--- src/pabe_adc_regs.vh ---
`ifndef PABE_ADC_REGS_VH
`define PABE_ADC_REGS_VH

// ****************************************************************
// result word
// ****************************************************************
`define PABE_RESULT_W 10
`define PABE_RESULT_TOP_BIT 9
`define PABE_RESULT_BOTTOM_BIT 0
`define PABE_RESULT_MAX 10'h3ff

// ****************************************************************
// quantizer pipeline
// ****************************************************************
`define PABE_STAGES 9
`define PABE_CODE_W 2
`define PABE_STAGES_PER_CYCLE 2
`define PABE_ALIGN_DEPTH 4
`define PABE_SAMPLE_W 12

// ****************************************************************
// timing counts, in conversion clock cycles
// ****************************************************************
`define PABE_LATENCY 3'h5
`define PABE_CNT_W 3

`endif

--- src/pabe_adc_backend.v ---
// Notes on behaviour
// - track/hold samples on edge, holds next phase
// - nine stages, two bits each, residue onward
// - stages advance in pairs, two stages per conversion clock
// - delay lines on all but the last stage align codes of one sample
// - error correction merges redundant bits, 10-bit word
// - word valid five clocks after its sample
// - straight offset binary, full scale all ones
// - active-low output control high floats outputs
// - control low or unconnected drives outputs
// - power down floats; next five words invalid
// - top result bit on highest data line
`timescale 1ns/1ps
`include "pabe_adc_regs.vh"

module pabe_adc_backend #(
    parameter SAMPLE_W = `PABE_SAMPLE_W,
    parameter RESULT_W = `PABE_RESULT_W
) (
    input wire i_ref_clk,
    input wire i_srst,
    input wire [SAMPLE_W-1:0] i_sample,
    input wire i_out_en_n,
    input wire i_pwr_down,
    output wire [RESULT_W-1:0] o_result,
    output wire o_result_oe,
    output wire o_result_valid
);

    // ****************************************************************
    // stage arithmetic
    // ****************************************************************
    localparam [SAMPLE_W-1:0] FS_HALF = {1'b1, {(SAMPLE_W-1){1'b0}}};
    localparam [SAMPLE_W-1:0] LO_THR = {3'b011, {(SAMPLE_W-3){1'b0}}};
    localparam [SAMPLE_W-1:0] HI_THR = {3'b101, {(SAMPLE_W-3){1'b0}}};
    localparam NST = `PABE_STAGES;
    localparam CW = `PABE_CODE_W;
    localparam [`PABE_CNT_W-1:0] LAT = `PABE_LATENCY;

    // redundant decision with thresholds at 3/8 and 5/8 of full scale
    function [CW-1:0] stage_code;
        input [SAMPLE_W-1:0] x;
        begin
            if (x < LO_THR)
                stage_code = 2'h0;
            else if (x < HI_THR)
                stage_code = 2'h1;
            else
                stage_code = 2'h2;
        end
    endfunction

    // residue = 2x - code * fs/2, always lands inside [0, fs)
    function [SAMPLE_W-1:0] stage_residue;
        input [SAMPLE_W-1:0] x;
        input [CW-1:0] code;
        reg [SAMPLE_W:0] dbl;
        reg [SAMPLE_W:0] sub;
        begin
            dbl = {x, 1'b0};
            sub = {1'b0, FS_HALF} * {{(SAMPLE_W-1){1'b0}}, code};
            stage_residue = dbl[SAMPLE_W-1:0] - sub[SAMPLE_W-1:0];
        end
    endfunction

    // overlapping shift-add; stage i weighs 2^(8-i), last stage weighs 1
    function [RESULT_W-1:0] correct;
        input [NST*CW-1:0] codes;
        reg [RESULT_W:0] acc;
        integer i;
        begin
            acc = {(RESULT_W+1){1'b0}};
            for (i = 0; i < NST; i = i + 1)
                acc = acc + ({{(RESULT_W-1){1'b0}}, codes[i*CW +: CW]} << (NST-1-i));
            if (acc > {1'b0, `PABE_RESULT_MAX})
                correct = `PABE_RESULT_MAX;
            else
                correct = acc[RESULT_W-1:0];
        end
    endfunction

    // ****************************************************************
    // track/hold
    // ****************************************************************
    reg [SAMPLE_W-1:0] hold_reg;

    // sample at edge
    // the edge closes the sampling phase; the held value feeds stage 0
    // through the whole following phase
    always @(posedge i_ref_clk)
    begin
        if (i_srst)
            hold_reg <= {SAMPLE_W{1'b0}};
        else
            hold_reg <= i_sample;
    end

    // ****************************************************************
    // quantizer pipeline, two stages per clock
    // ****************************************************************
    wire [SAMPLE_W-1:0] stage_in [0:NST-1];
    wire [SAMPLE_W-1:0] stage_out [0:NST-1];
    wire [CW-1:0] code_w [0:NST-1];
    wire [NST*CW-1:0] aligned;
    reg [SAMPLE_W-1:0] res_reg [0:3];

    genvar g;
    generate
        for (g = 0; g < NST; g = g + 1)
        begin : stg
            if (g == 0)
            begin : first
                assign stage_in[g] = hold_reg;
            end
            else if (g % 2 == 0)
            begin : even
                assign stage_in[g] = res_reg[g/2-1];
            end
            else
            begin : odd
                assign stage_in[g] = stage_out[g-1];
            end

            if (g == NST-1)
            begin : fine
                // last stage flash
                // final stage has no redundancy; its two msbs are the code
                assign code_w[g] = stage_in[g][SAMPLE_W-1 -: CW];
                assign stage_out[g] = {SAMPLE_W{1'b0}};
            end
            else
            begin : coarse
                assign code_w[g] = stage_code(stage_in[g]);
                assign stage_out[g] = stage_residue(stage_in[g], code_w[g]);
            end

            if (g % 2 == 1 && g < NST-1)
            begin : pipe
                always @(posedge i_ref_clk)
                begin
                    if (i_srst)
                        res_reg[g/2] <= {SAMPLE_W{1'b0}};
                    else
                        res_reg[g/2] <= stage_out[g];
                end
            end

            if (g == NST-1)
            begin : tail
                // last code unwaited
                // the last stage resolves in the cycle the word is built;
                // any delay here would pair it with the next sample
                assign aligned[g*CW +: CW] = code_w[g];
            end
            else
            begin : wait_line
                // align stage codes
                // pair p resolves one clock after pair p-1, so it waits one less
                pabe_delay_line #(
                    .WIDTH(CW),
                    .DEPTH(`PABE_ALIGN_DEPTH - g/2)
                ) pabe_delay_line_i (
                    .i_ref_clk(i_ref_clk),
                    .i_srst(i_srst),
                    .i_data(code_w[g]),
                    .o_data(aligned[g*CW +: CW])
                );
            end
        end
    endgenerate

    // ****************************************************************
    // correction and output drive
    // ****************************************************************
    reg [RESULT_W-1:0] result_reg;
    reg oe_reg;
    reg valid_reg;
    reg [`PABE_CNT_W-1:0] fill_reg;
    reg [`PABE_CNT_W-1:0] fill_next;

    // refill after power down
    // the pipeline contents are garbage while powered down, so the
    // fill count restarts and the next five words are flagged invalid
    always @*
    begin
        if (i_pwr_down)
            fill_next = {`PABE_CNT_W{1'b0}};
        else if (fill_reg != LAT)
            fill_next = fill_reg + 3'h1;
        else
            fill_next = fill_reg;
    end

    always @(posedge i_ref_clk)
    begin
        if (i_srst)
        begin
            result_reg <= {RESULT_W{1'b0}};
            oe_reg <= 1'b0;
            valid_reg <= 1'b0;
            fill_reg <= {`PABE_CNT_W{1'b0}};
        end
        else
        begin
            result_reg <= correct(aligned);
            oe_reg <= ~i_out_en_n & ~i_pwr_down;
            valid_reg <= (fill_reg == LAT) & ~i_pwr_down;
            fill_reg <= fill_next;
        end
    end

    // top bit on top line
    // code zero is the most negative input; the sum rises with the input
    assign o_result = result_reg;
    assign o_result_oe = oe_reg;
    assign o_result_valid = valid_reg;

endmodule

--- src/pabe_delay_line.v ---
`timescale 1ns/1ps

// ****************************************************************
// fixed-depth delay line for one stage code
// ****************************************************************
module pabe_delay_line #(
    parameter WIDTH = 2,
    parameter DEPTH = 1
) (
    input wire i_ref_clk,
    input wire i_srst,
    input wire [WIDTH-1:0] i_data,
    output wire [WIDTH-1:0] o_data
);

    // depth must be at least one; a zero depth leaves o_data on a tap that is never loaded
    reg [WIDTH-1:0] tap_reg [0:DEPTH-1];
    integer k;

    always @(posedge i_ref_clk)
    begin
        if (i_srst)
        begin
            for (k = 0; k < DEPTH; k = k + 1)
                tap_reg[k] <= {WIDTH{1'b0}};
        end
        else
        begin
            tap_reg[0] <= i_data;
            for (k = 1; k < DEPTH; k = k + 1)
                tap_reg[k] <= tap_reg[k-1];
        end
    end

    assign o_data = tap_reg[DEPTH-1];

endmodule

--- config.mk ---
export PLATFORM = sky130hd
export DESIGN_NAME = pabe_adc_backend
export DESIGN_NICKNAME = d
export VERILOG_FILES = /design/src/pabe_adc_backend.v /design/src/pabe_delay_line.v
export VERILOG_INCLUDE_DIRS = /design/src /design/src/src
export SDC_FILE = /design/constraint.sdc
export NUM_CORES = 1
export LEC_CHECK = 0
export BUFFER_PORTS_ARGS = -buffer_cell sky130_fd_sc_hd__buf_2
export CORE_ASPECT_RATIO = 0.8
export CORE_UTILIZATION = 62
export CTS_CLUSTER_SIZE = 25
export DETAILED_ROUTE_END_ITERATION = 10
export PLACE_DENSITY = 0.86
export SLEW_MARGIN = 40
export SYNTH_ARGS = -nofsm -noshare
export SYNTH_HDL_FRONTEND = slang
export SYNTH_HIERARCHICAL = 1
export SYNTH_SLANG_ARGS = --single-unit
--- constraint.sdc ---
create_clock -name i_ref_clk -period 5.7 [get_ports i_ref_clk]
set_input_delay 0.855 -clock i_ref_clk [delete_from_list [all_inputs] [get_ports i_ref_clk]]
set_output_delay 0.855 -clock i_ref_clk [all_outputs]
set_load 0.03 [all_outputs]
# Word level (Yosys, flattened, before mapping)
# Memory sizes are Yosys's and may differ from the RTL's.
# Index checks and enable logic that the tools add are counted.
# word_totals
out_inout_bits,12
mem_bits_rw,88
regBits,27
wordCells,125
memories,9
# mem_list
name,words,word_bits,rd,rd_ports_with_merged_regs,wr,line,source
res_reg,4,12,4,0,4,pabe_adc_backend.v:105,reg [SAMPLE_W-1:0] res_reg [0:3];
stg[0].wait_line.pabe_delay_line_i.tap_reg,4,2,4,0,4,pabe_delay_line.v:17,reg [WIDTH-1:0] tap_reg [0:DEPTH-1];
stg[1].wait_line.pabe_delay_line_i.tap_reg,4,2,4,0,4,pabe_delay_line.v:17,
stg[2].wait_line.pabe_delay_line_i.tap_reg,3,2,3,0,3,pabe_delay_line.v:17,
stg[3].wait_line.pabe_delay_line_i.tap_reg,3,2,3,0,3,pabe_delay_line.v:17,
stg[4].wait_line.pabe_delay_line_i.tap_reg,2,2,2,0,2,pabe_delay_line.v:17,
3 more memories,-,-,-,-,-,-,
# op_classes
reduce_logical,3
bitwise,26
muxes,46
eq_ne,2
n_addsub,17
order_cmp,17
# ops
op,n
12-bit by 11-bit < comparator with 1-bit output (second input constant),8
12-bit < comparator (second input constant),8
12-bit subtractor,8
2-bit 2-to-1 mux,36
12-bit 2-to-1 mux,4
1-bit OR,22
10-bit by 9-bit adder with 11-bit output,1
11-bit by 2-bit adder with 11-bit output,1
11-bit by 3-bit adder with 11-bit output,1
11-bit by 4-bit adder with 11-bit output,1
11-bit by 5-bit adder with 11-bit output,1
11-bit by 6-bit adder with 11-bit output,1
11-bit by 7-bit adder with 11-bit output,1
11-bit by 8-bit adder with 11-bit output,1
11-bit by 10-bit greater-than comparator with 1-bit output (second input constant),1
10-bit 2-to-1 mux,1
2-bit OR reduction,3
1-bit 2-to-1 mux,5
3-bit by 1-bit adder with 3-bit output (second input constant),1
3-bit equality test (second input constant),1
3-bit != test (second input constant),1
1-bit bitwise AND,2
1-bit inverter,2

# Longest topological paths before layout
# Gate-level depths: netlist (run 1).
# An unclocked memory read counts as a cell.
# logic_depth
ltp_word,11
depth_mapped,7
ltp_nobuf,7

# Modules after synthesis
# Netlist (run 1), hierarchy kept.
# by_module_without_submodules
mod,seq_area_each_um2,area_each_um2,cells_per_inst,instances
pabe_adc_backend,900.9,1965.6,220,1
pabe_delay_line (stg[0].wait_line.pabe_delay_line_i ...),160.2,210.2,16,2
pabe_delay_line (stg[2].wait_line.pabe_delay_line_i ...),120.1,172.7,14,2
pabe_delay_line (stg[4].wait_line.pabe_delay_line_i ...),80.1,120.1,10,2
pabe_delay_line (stg[6].wait_line.pabe_delay_line_i ...),40.0,52.6,4,2

# Least setup slack after synthesis (run 1)
# Ideal clock, no wire load.
# synth_timing
kind,register -> register
start,mem stg[7].wait_line.pabe_delay_line_i.tap_reg[0][0]
end,"reg result_reg[9], in the netlist o_result[9]"
slack_ns,3.883
arrival_ns,1.690
required_ns,5.574
path_stages_with_launch,8
path_cell_list,dfxtp_1 > ha_1 > fa_1 > a211o_1 > o211ai_2 > a21oi_2 > o41ai_2 > a31oi_1
# synth_via
elab_chain_len,5
# synth_lines
element,line,source
start: declaration,pabe_delay_line.v:17,
memory read 1 x 2 bit *,-,
11-bit by 3-bit adder with 11-bit output *,pabe_adc_backend.v:74,"acc = acc + ({{(RESULT_W-1){1'b0}}, codes[i*CW +: CW]} << (NST-1-i));"
11-bit by 2-bit adder with 11-bit output *,pabe_adc_backend.v:74,
11-bit by 10-bit greater-than comparator with 1-bit output,pabe_adc_backend.v:75,"if (acc > {1'b0, `PABE_RESULT_MAX})"
10-bit 2-to-1 mux *,pabe_adc_backend.v:75,
end signal: assignment,pabe_adc_backend.v:198,result_reg <= {RESULT_W{1'b0}};
end signal: assignment,pabe_adc_backend.v:205,result_reg <= correct(aligned);
end: declaration,pabe_adc_backend.v:175,reg [RESULT_W-1:0] result_reg;
# Mark *: on every way between the ends. The rest lies on a longest branch, timed or not.
# A chain may end at the register's enable or synchronous reset.

# Final worst setup path (run 1)
# Ends and elaborated chain as after synthesis.

==> results by group, run 1 <==
Cells and area
  – Max reg flops: 40
  – Nets: 359
  – ANT cells: 0
  – Fillcell total: 340
  – Syn-to-layout area delta: 12.48%
  – Layout cell share with drive strength beyond 1: 0.1543

Logic synthesis
  – Main flop type after synthesis: dfxtp_1
  – Synth top cells by count: dfxtp_1, nor2b_1, nor2_1
  – EDFF count, synth: 0
  – Synth Warn #: 6
  – Number of synthesized register bits: 85
  – Syn avg cell area: 9.989 um2
  – Seq/Total Area, Yosys: 0.5531
  – Post-Syn Instances: 308
  – Cell taking the most area after synthesis: dfxtp_1
  – Top cell type's share of synthesized area: 0.5531
  – Synth area leaders: dfxtp_1, nor2b_1, ha_1
  – Async set-reset flop share out of synthesis: 0
  – Mapped cell area: 0.003077 mm2
  – Most numerous cell in the Yosys netlist: dfxtp_1
  – Netlist cell types: 39
  – Mapped Nets: 335

Routing
  – TritonRoute pass-1 iters: 5
  – Routed Antenna Nets: 0
  – Via density: 4.995
  – WL/cell: 10.05 um
  – Vias: 1983
  – Detailed Route WL: 3991 um
  – 1st-iter DRT viols: 85
  – Residual DRC: 0

Worst hold path
  – Worst Hold Path EP: o_result[0]
  – Worst hold start: res_reg[3][10]
  – Hold path cells: 2
  – Min-Delay Path Class: reg2reg

Floorplanning
  – Die Area: 0.005250 mm2
  – # IOs: 28
  – # rows: 22
  – Die height: 65.01 um
  – Initial Util: 0.6575
  – Core area: 0.004679 mm2
  – Die width: 80.76 um

Clock tree
  – CTS Buf Count: 9
  – Clk sink count: 85
  – CTS root buf: clkbuf_8
  – Later-pin clock latency in the skew report: 340 ps
  – Clock slew at the register clock pins of the worst setup and hold paths: 80 ps
  – Hold-fix buffers at CTS: 0
  – Post CTS Setup Buffer Count: 0
  – Number of gates resized after cts: 0
  – CTS tree: done
  – H-tree levels: 3
  – Clock buffer depth: 2

Placed design
  – Port Buffers: 25
  – GP Congestion: 0.7536
  – Post-placement setup slack: 3482 ps
  – HPWL Detailed: 2617 um

Timing
  – Worst slew margin: 0.4751
  – Post-route worst setup slack: 3704 ps
  – F_max: 501.1 MHz
  – Final Cycle Share: 0.3501
  – Post-layout min period: 1996 ps
  – Endpoints failing hold: 0
  – Slew Viols, Final: 0
  – Final setup vio count: 0
  – Worst slew pin tran: 787.3 ps
  – Setup tns final: 0 ps
  – Unrepaired setup endpoints after global routing: no
  – Clock skew: 5.840 ps

Global route
  – First-pass GRT wire length: 7169 um
  – Total track usage: 0.1860
  – Largest net degree at the start of global routing: 87
  – Number of global-route vias before repair: 1795
  – Antenna violations before repair: 0
  – Total grt overflow: 0

Power and ir drop
  – P_leak: 0.001460 uW
  – Power Total: 1178 uW
  – PD cells: 340.5 mW/mm2
  – VDD IR-drop max: 0.2727 mV

Worst setup path
  – Worst setup path class: reg2reg
  – CP arrival: 2210 ps
  – Startpoint type of the worst setup path: flip-flop
  – R2r startpoint: stg[7].wait_line.pabe_delay_line_i/tap_reg[0][0]
  – Crit path max fanout: 3
  – R2R cell count: 7
  – Worst R2R Setup Slack: 3700 ps
  – Reg-to-Reg End: o_result[9]
  – Crit. End Element: flip-flop
  – Crit path required time: 5910 ps

Run status
  – Run status: completed

Run
  – # Max-Cap Violations: 0
-- layout by cell type (no fill, tap or decap), drive strengths merged, types with 4 or more instances in the layout --
cell / n
nand3: 4
nand2: 20
clkbuf: 11
ha: 10
nor2: 29
o21ai: 13
dfxtp: 85
o31ai: 4
nor2b: 66
inv: 10
buf: 26
a21oi: 19
nor3: 5
-- kinds of logic after synthesis --
kind of cell             after synthesis  synth area share
AO/OA/AOI/OAI                         55            0.1261
XOR/XNOR                               5           0.01424
adder cells (fa/ha/maj)               11           0.04717
buffers and inverters                 22           0.03660
flip-flops                            85            0.5531
AND/OR/NAND/NOR                      130            0.2229
-- stage by stage --
stage / hold WS [ps] / instances / instance area (um2) / util
6_report: 434.7 / 397 / 3461 / 0.7396
5_1_grt: 452.4 / 397 / 3461 / 0.7396
4_1_cts: 433.7 / 397 / 3461 / 0.7396
3_5_place_dp: 420.4 / 381 / 3206 / 0.6850
3_3_place_gp: 416.5 / 381 / 3206 / 0.6850
2_1_floorplan: 410.8 / 308 / 3077 / -
-- worst max-delay path, cell delays in order, from the launching register on --
cell and delay (ps):
dfxtp_1 310, ha_1 240, fa_1 430, a211o_1 290, o211ai_2 100, a21oi_2 100, o41ai_2 310, a31oi_1 80
-- per-layer routing --
metal	GRT usage	share of wire	vias up
met5	0	0	-
met4	0.07589	0.0058	0
met3	0.09859	0.053	2
met2	0.3242	0.49	49
met1	0.1841	0.45	868
li1	-	-	1064
-- report_power, final --
group	switching (uW)	total (uW)	leakage, uW	internal [uW]
clock	192	508	0.000130	316
combinational	26.9	49.2	0.000638	22.3
sequential	10.2	622	0.000693	611
-- final cells by class --
type / instances / area [um2] / share of cell area
Inverter: 9 / 33.78 / 0.009761
Tap cell: 60 / 75.07 / 0.02169
Timing Repair Buffer: 26 / 132.6 / 0.03832
Multi-Input combinational cell: 201 / 1262 / 0.3648
Clock buffer: 11 / 151.4 / 0.04375
Sequential cell: 85 / 1702 / 0.4917
Clock inverter: 5 / 103.9 / 0.03001
-- worst max path at each step --
stage / endpoint / cells after the start / slack (ps) / start
final: o_result[9] / 7 / 3700 / stg[7].wait_line.pabe_delay_line_i/tap_reg[0][0]
after global placement: o_result[9] / 5 / 3560 / i_srst
after global routing: o_result[9] / 7 / 3590 / stg[7].wait_line.pabe_delay_line_i/tap_reg[0][0]
after floorplan: o_result[9] / 7 / 3880 / stg[7].wait_line.pabe_delay_line_i/tap_reg[0][0]
after CTS: o_result[9] / 7 / 3690 / stg[7].wait_line.pabe_delay_line_i/tap_reg[0][0]
after detailed placement: o_result[9] / 5 / 3480 / i_srst
Power figures use the tool's default switching activity.
==> inputs of run 2 (changes only) <==
--- a/config.mk
+++ b/config.mk
@@ -8,10 +8,10 @@
 export LEC_CHECK = 0
 export BUFFER_PORTS_ARGS = -buffer_cell sky130_fd_sc_hd__buf_2
 export CORE_ASPECT_RATIO = 0.8
-export CORE_UTILIZATION = 62
+export CORE_UTILIZATION = 52
 export CTS_CLUSTER_SIZE = 25
 export DETAILED_ROUTE_END_ITERATION = 10
-export PLACE_DENSITY = 0.86
+export PLACE_DENSITY = 0.77
 export SLEW_MARGIN = 40
 export SYNTH_ARGS = -nofsm -noshare
 export SYNTH_HDL_FRONTEND = slang
==> constraint.sdc (replaced) <==
create_clock -name i_ref_clk -period 1.8 [get_ports i_ref_clk]
set_input_delay 0.27 -clock i_ref_clk [delete_from_list [all_inputs] [get_ports i_ref_clk]]
set_output_delay 0.27 -clock i_ref_clk [all_outputs]
set_load 0.03 [all_outputs]
==> run 2 against run 1 <==
Compared with the run above: clock skew decreased by 0.91 ps; sequential power increased to 3.2 times the previous value; clock power increased by 110%; non-clock buffer count increased by 3; flip-flop and latch count unchanged; worst setup slack got worse by 3600 ps; design area decreased by 1.0%; largest cell class unchanged.
==> results by group, run 2 (synthesis results as in run 1) <==
Cells and area
  – ANT cells: 0 (unchanged)
  – Max reg flops: 40 (unchanged)
  – Final core utilization: 0.6134 (-0.1262)
  – Nets: 362 (+0.84%)
  – Fillcell total: 489 (+44%)
  – Layout cell share with drive strength beyond 1: 0.1593 (+0.004989)
  – Post-layout instance area: 0.003426 mm2 (-1.0%)
  – Syn-to-layout area delta: 11.35%
  – Commonest cells after routing, fill and taps aside: dfxtp_1, nor2b_1, nor2_1, buf_2, nand2_1
  – Most common cell after layout, fill and taps aside: dfxtp_1

Timing
  – Post-layout min period: 1712 ps (-284.2 ps)
  – Endpoints failing hold: 0 (unchanged)
  – Unrepaired setup endpoints after global routing: yes
  – Final Cycle Share: 0.9508 (+0.6007)
  – Final setup vio count: 0 (unchanged)
  – Clock skew: 4.932 ps (-0.9072 ps)
  – Worst slew margin: 0.7917 (+0.3166)
  – Slew Viols, Final: 0 (unchanged)
  – Hold slack: 76.26 ps (-358.5 ps)
  – F_max: 584.3 MHz (+17%)
  – Worst slew pin tran: 304.5 ps (-482.8 ps)

Power and ir drop
  – Flop pwr share: 0.612 (+0.084)
  – Switch share: 0.2218 (+0.02745)
  – Comb pwr share: 0.049 (+0.007)
  – Switching pwr: 712.8 uW (+210%)
  – VDD IR-drop max: 0.6162 mV (+130%)
  – PD cells: 938.2 mW/mm2 (+180%)
  – P_leak: 0.001425 uW (-2.4%)
  – Power Total: 3214 uW (+170%)
  – Internal power: 2501 uW (+160%)
  – Clk pwr share: 0.339 (-0.092)

Clock tree
  – Clock slew at the register clock pins of the worst setup and hold paths: 70 ps (about the same)
  – Later-pin clock latency in the skew report: 350 ps (about the same)
  – CTS Buf Count: 9 (unchanged)
  – CTS tree: done
  – H-tree levels: 3 (unchanged)
  – Hold-fix buffers at CTS: 0 (unchanged)
  – Clk sink count: 85 (unchanged)
  – CTS root buf: clkbuf_8
  – Clock buffer depth: 2 (unchanged)

Placed design
  – GP Congestion: 0.7906 (+4.9%)
  – Port Buffers: 25 (unchanged)
  – HPWL Detailed: 2439 um (-6.8%)
  – Placed instance area: 0.003258 mm2 (+1.6%)

Floorplanning
  – Initial Util: 0.5509 (-0.1066)
  – Die Area: 0.006230 mm2 (+19%)
  – # rows: 24 (+9.1%)
  – # IOs: 28 (unchanged)
  – Die height: 70.80 um (+8.9%)
  – Core area: 0.005585 mm2 (+19%)
  – Die width: 88 um (+9.0%)

Routing
  – Routed Antenna Nets: 0 (unchanged)
  – TritonRoute pass-1 iters: 4 (-1)
  – Via density: 4.635 (-7.2%)
  – Vias: 1933 (-2.5%)
  – Residual DRC: 0 (unchanged)
  – Detailed Route WL: 3742 um (-6.2%)
  – 1st-iter DRT viols: 73 (-14%)
  – WL/cell: 8.974 um (-11%)

Global route
  – Antenna violations before repair: 0 (unchanged)
  – Number of global-route vias before repair: 1691 (-5.8%)
  – Largest net degree at the start of global routing: 71 (-18%)
  – Total grt overflow: 0 (unchanged)
  – First-pass GRT wire length: 6734 um (-6.1%)
  – Total track usage: 0.1435 (-0.04252)

Worst setup path
  – Slowest CP cell: fa_2
  – Worst path cell trace: ha_2, fa_2, a211o_1, o211ai_2, a21oi_2, o41ai_2, a31oi_1
  – Crit path required time: 2030 ps (-3880 ps)
  – CP arrival: 1940 ps (-270 ps)
  – Worst setup path class: reg2reg
  – Crit path max fanout: 3 (unchanged)
  – Top delay family on crit path: compound AO/OA/AOI/OAI gates
  – Startpoint type of the worst setup path: flip-flop
  – Slowest cell delay on critical path: 340 ps (-90 ps)
  – Crit. End Element: flip-flop
  – Worst Path Buf+Inv: 0 (unchanged)

Worst hold path
  – Min-Delay Path Class: in2reg

Run
  – # Max-Cap Violations: 0 (unchanged)

Run status
  – Run status: completed
## run 2: cell types whose count changed in the layout (fill, tap and decap cells not counted), sizes merged
cell and delta:
clkinv +2, bufinv -3, inv -1, clkinvlp +1
buf +3
## run 2: stage by stage
step	instances	worst slack, ps	TNS [ps]
5_1_grt	417	-13.20	-13.20
3_3_place_gp	401	31.57	0
2_1_floorplan	308	42.55	0
4_1_cts	417	70.00	0
3_5_place_dp	401	17.11	0
6_report	417	88.48	0
## run 2: path summary, 6_finish.rpt
| kind | from | to | slack (ps) | depth (start not counted) |
|---|---|---|---|---|
| min | i_out_en_n | o_result_oe | 80 | 2 |
| max | stg[7].wait_line.pabe_delay_line_i/tap_reg[0][0] | o_result[9] | 90 | 7 |
| max reg2reg | stg[7].wait_line.pabe_delay_line_i/tap_reg[0][0] | o_result[9] | 90 | 7 |
| min reg2reg | stg[0].wait_line.pabe_delay_line_i/tap_reg[1][1] | stg[0].wait_line.pabe_delay_line_i/tap_reg[2][1] | 430 | 1 |
## run 2: area by class of cell
cell class,instances,area (um2),area share
clock buffer,11,131.4,0.03835
clock inverter,4,26.28,0.007670
inverter,9,33.78,0.009861
multi-input combinational,201,1267,0.3700
sequential,85,1702,0.4967
tap,78,97.59,0.02849
timing repair buffer,29,167.7,0.04894
## run 2: timing repair
item	4_1_cts	5_1_grt
endpoints found under the hold margin	0	0
buffers inserted	1	0
setup endpoints to repair	1	9
pin swaps	2	2
resized for setup	0	1
## run 2: routing by layer
layer,GRT usage,up-vias,part of all wire
met3,0.07701,8,0.055
met4,0.07468,0,0.020
met1,0.1501,825,0.49
li1,-,1065,-
met2,0.2326,35,0.44
met5,0,-,0
## run 2: power by group through the flow
| stage | Combinational, uW | Clock [uW] | Sequential (uW) |
|---|---|---|---|
| after detailed placement | 158 | 0 | 2010 |
| after CTS | 159 | 1150 | 1970 |
| after global placement | 154 | 0 | 2010 |
| after floorplan | 103 | 0 | 2020 |
| after global routing | 180 | 1240 | 1980 |
| final | 156 | 1090 | 1970 |
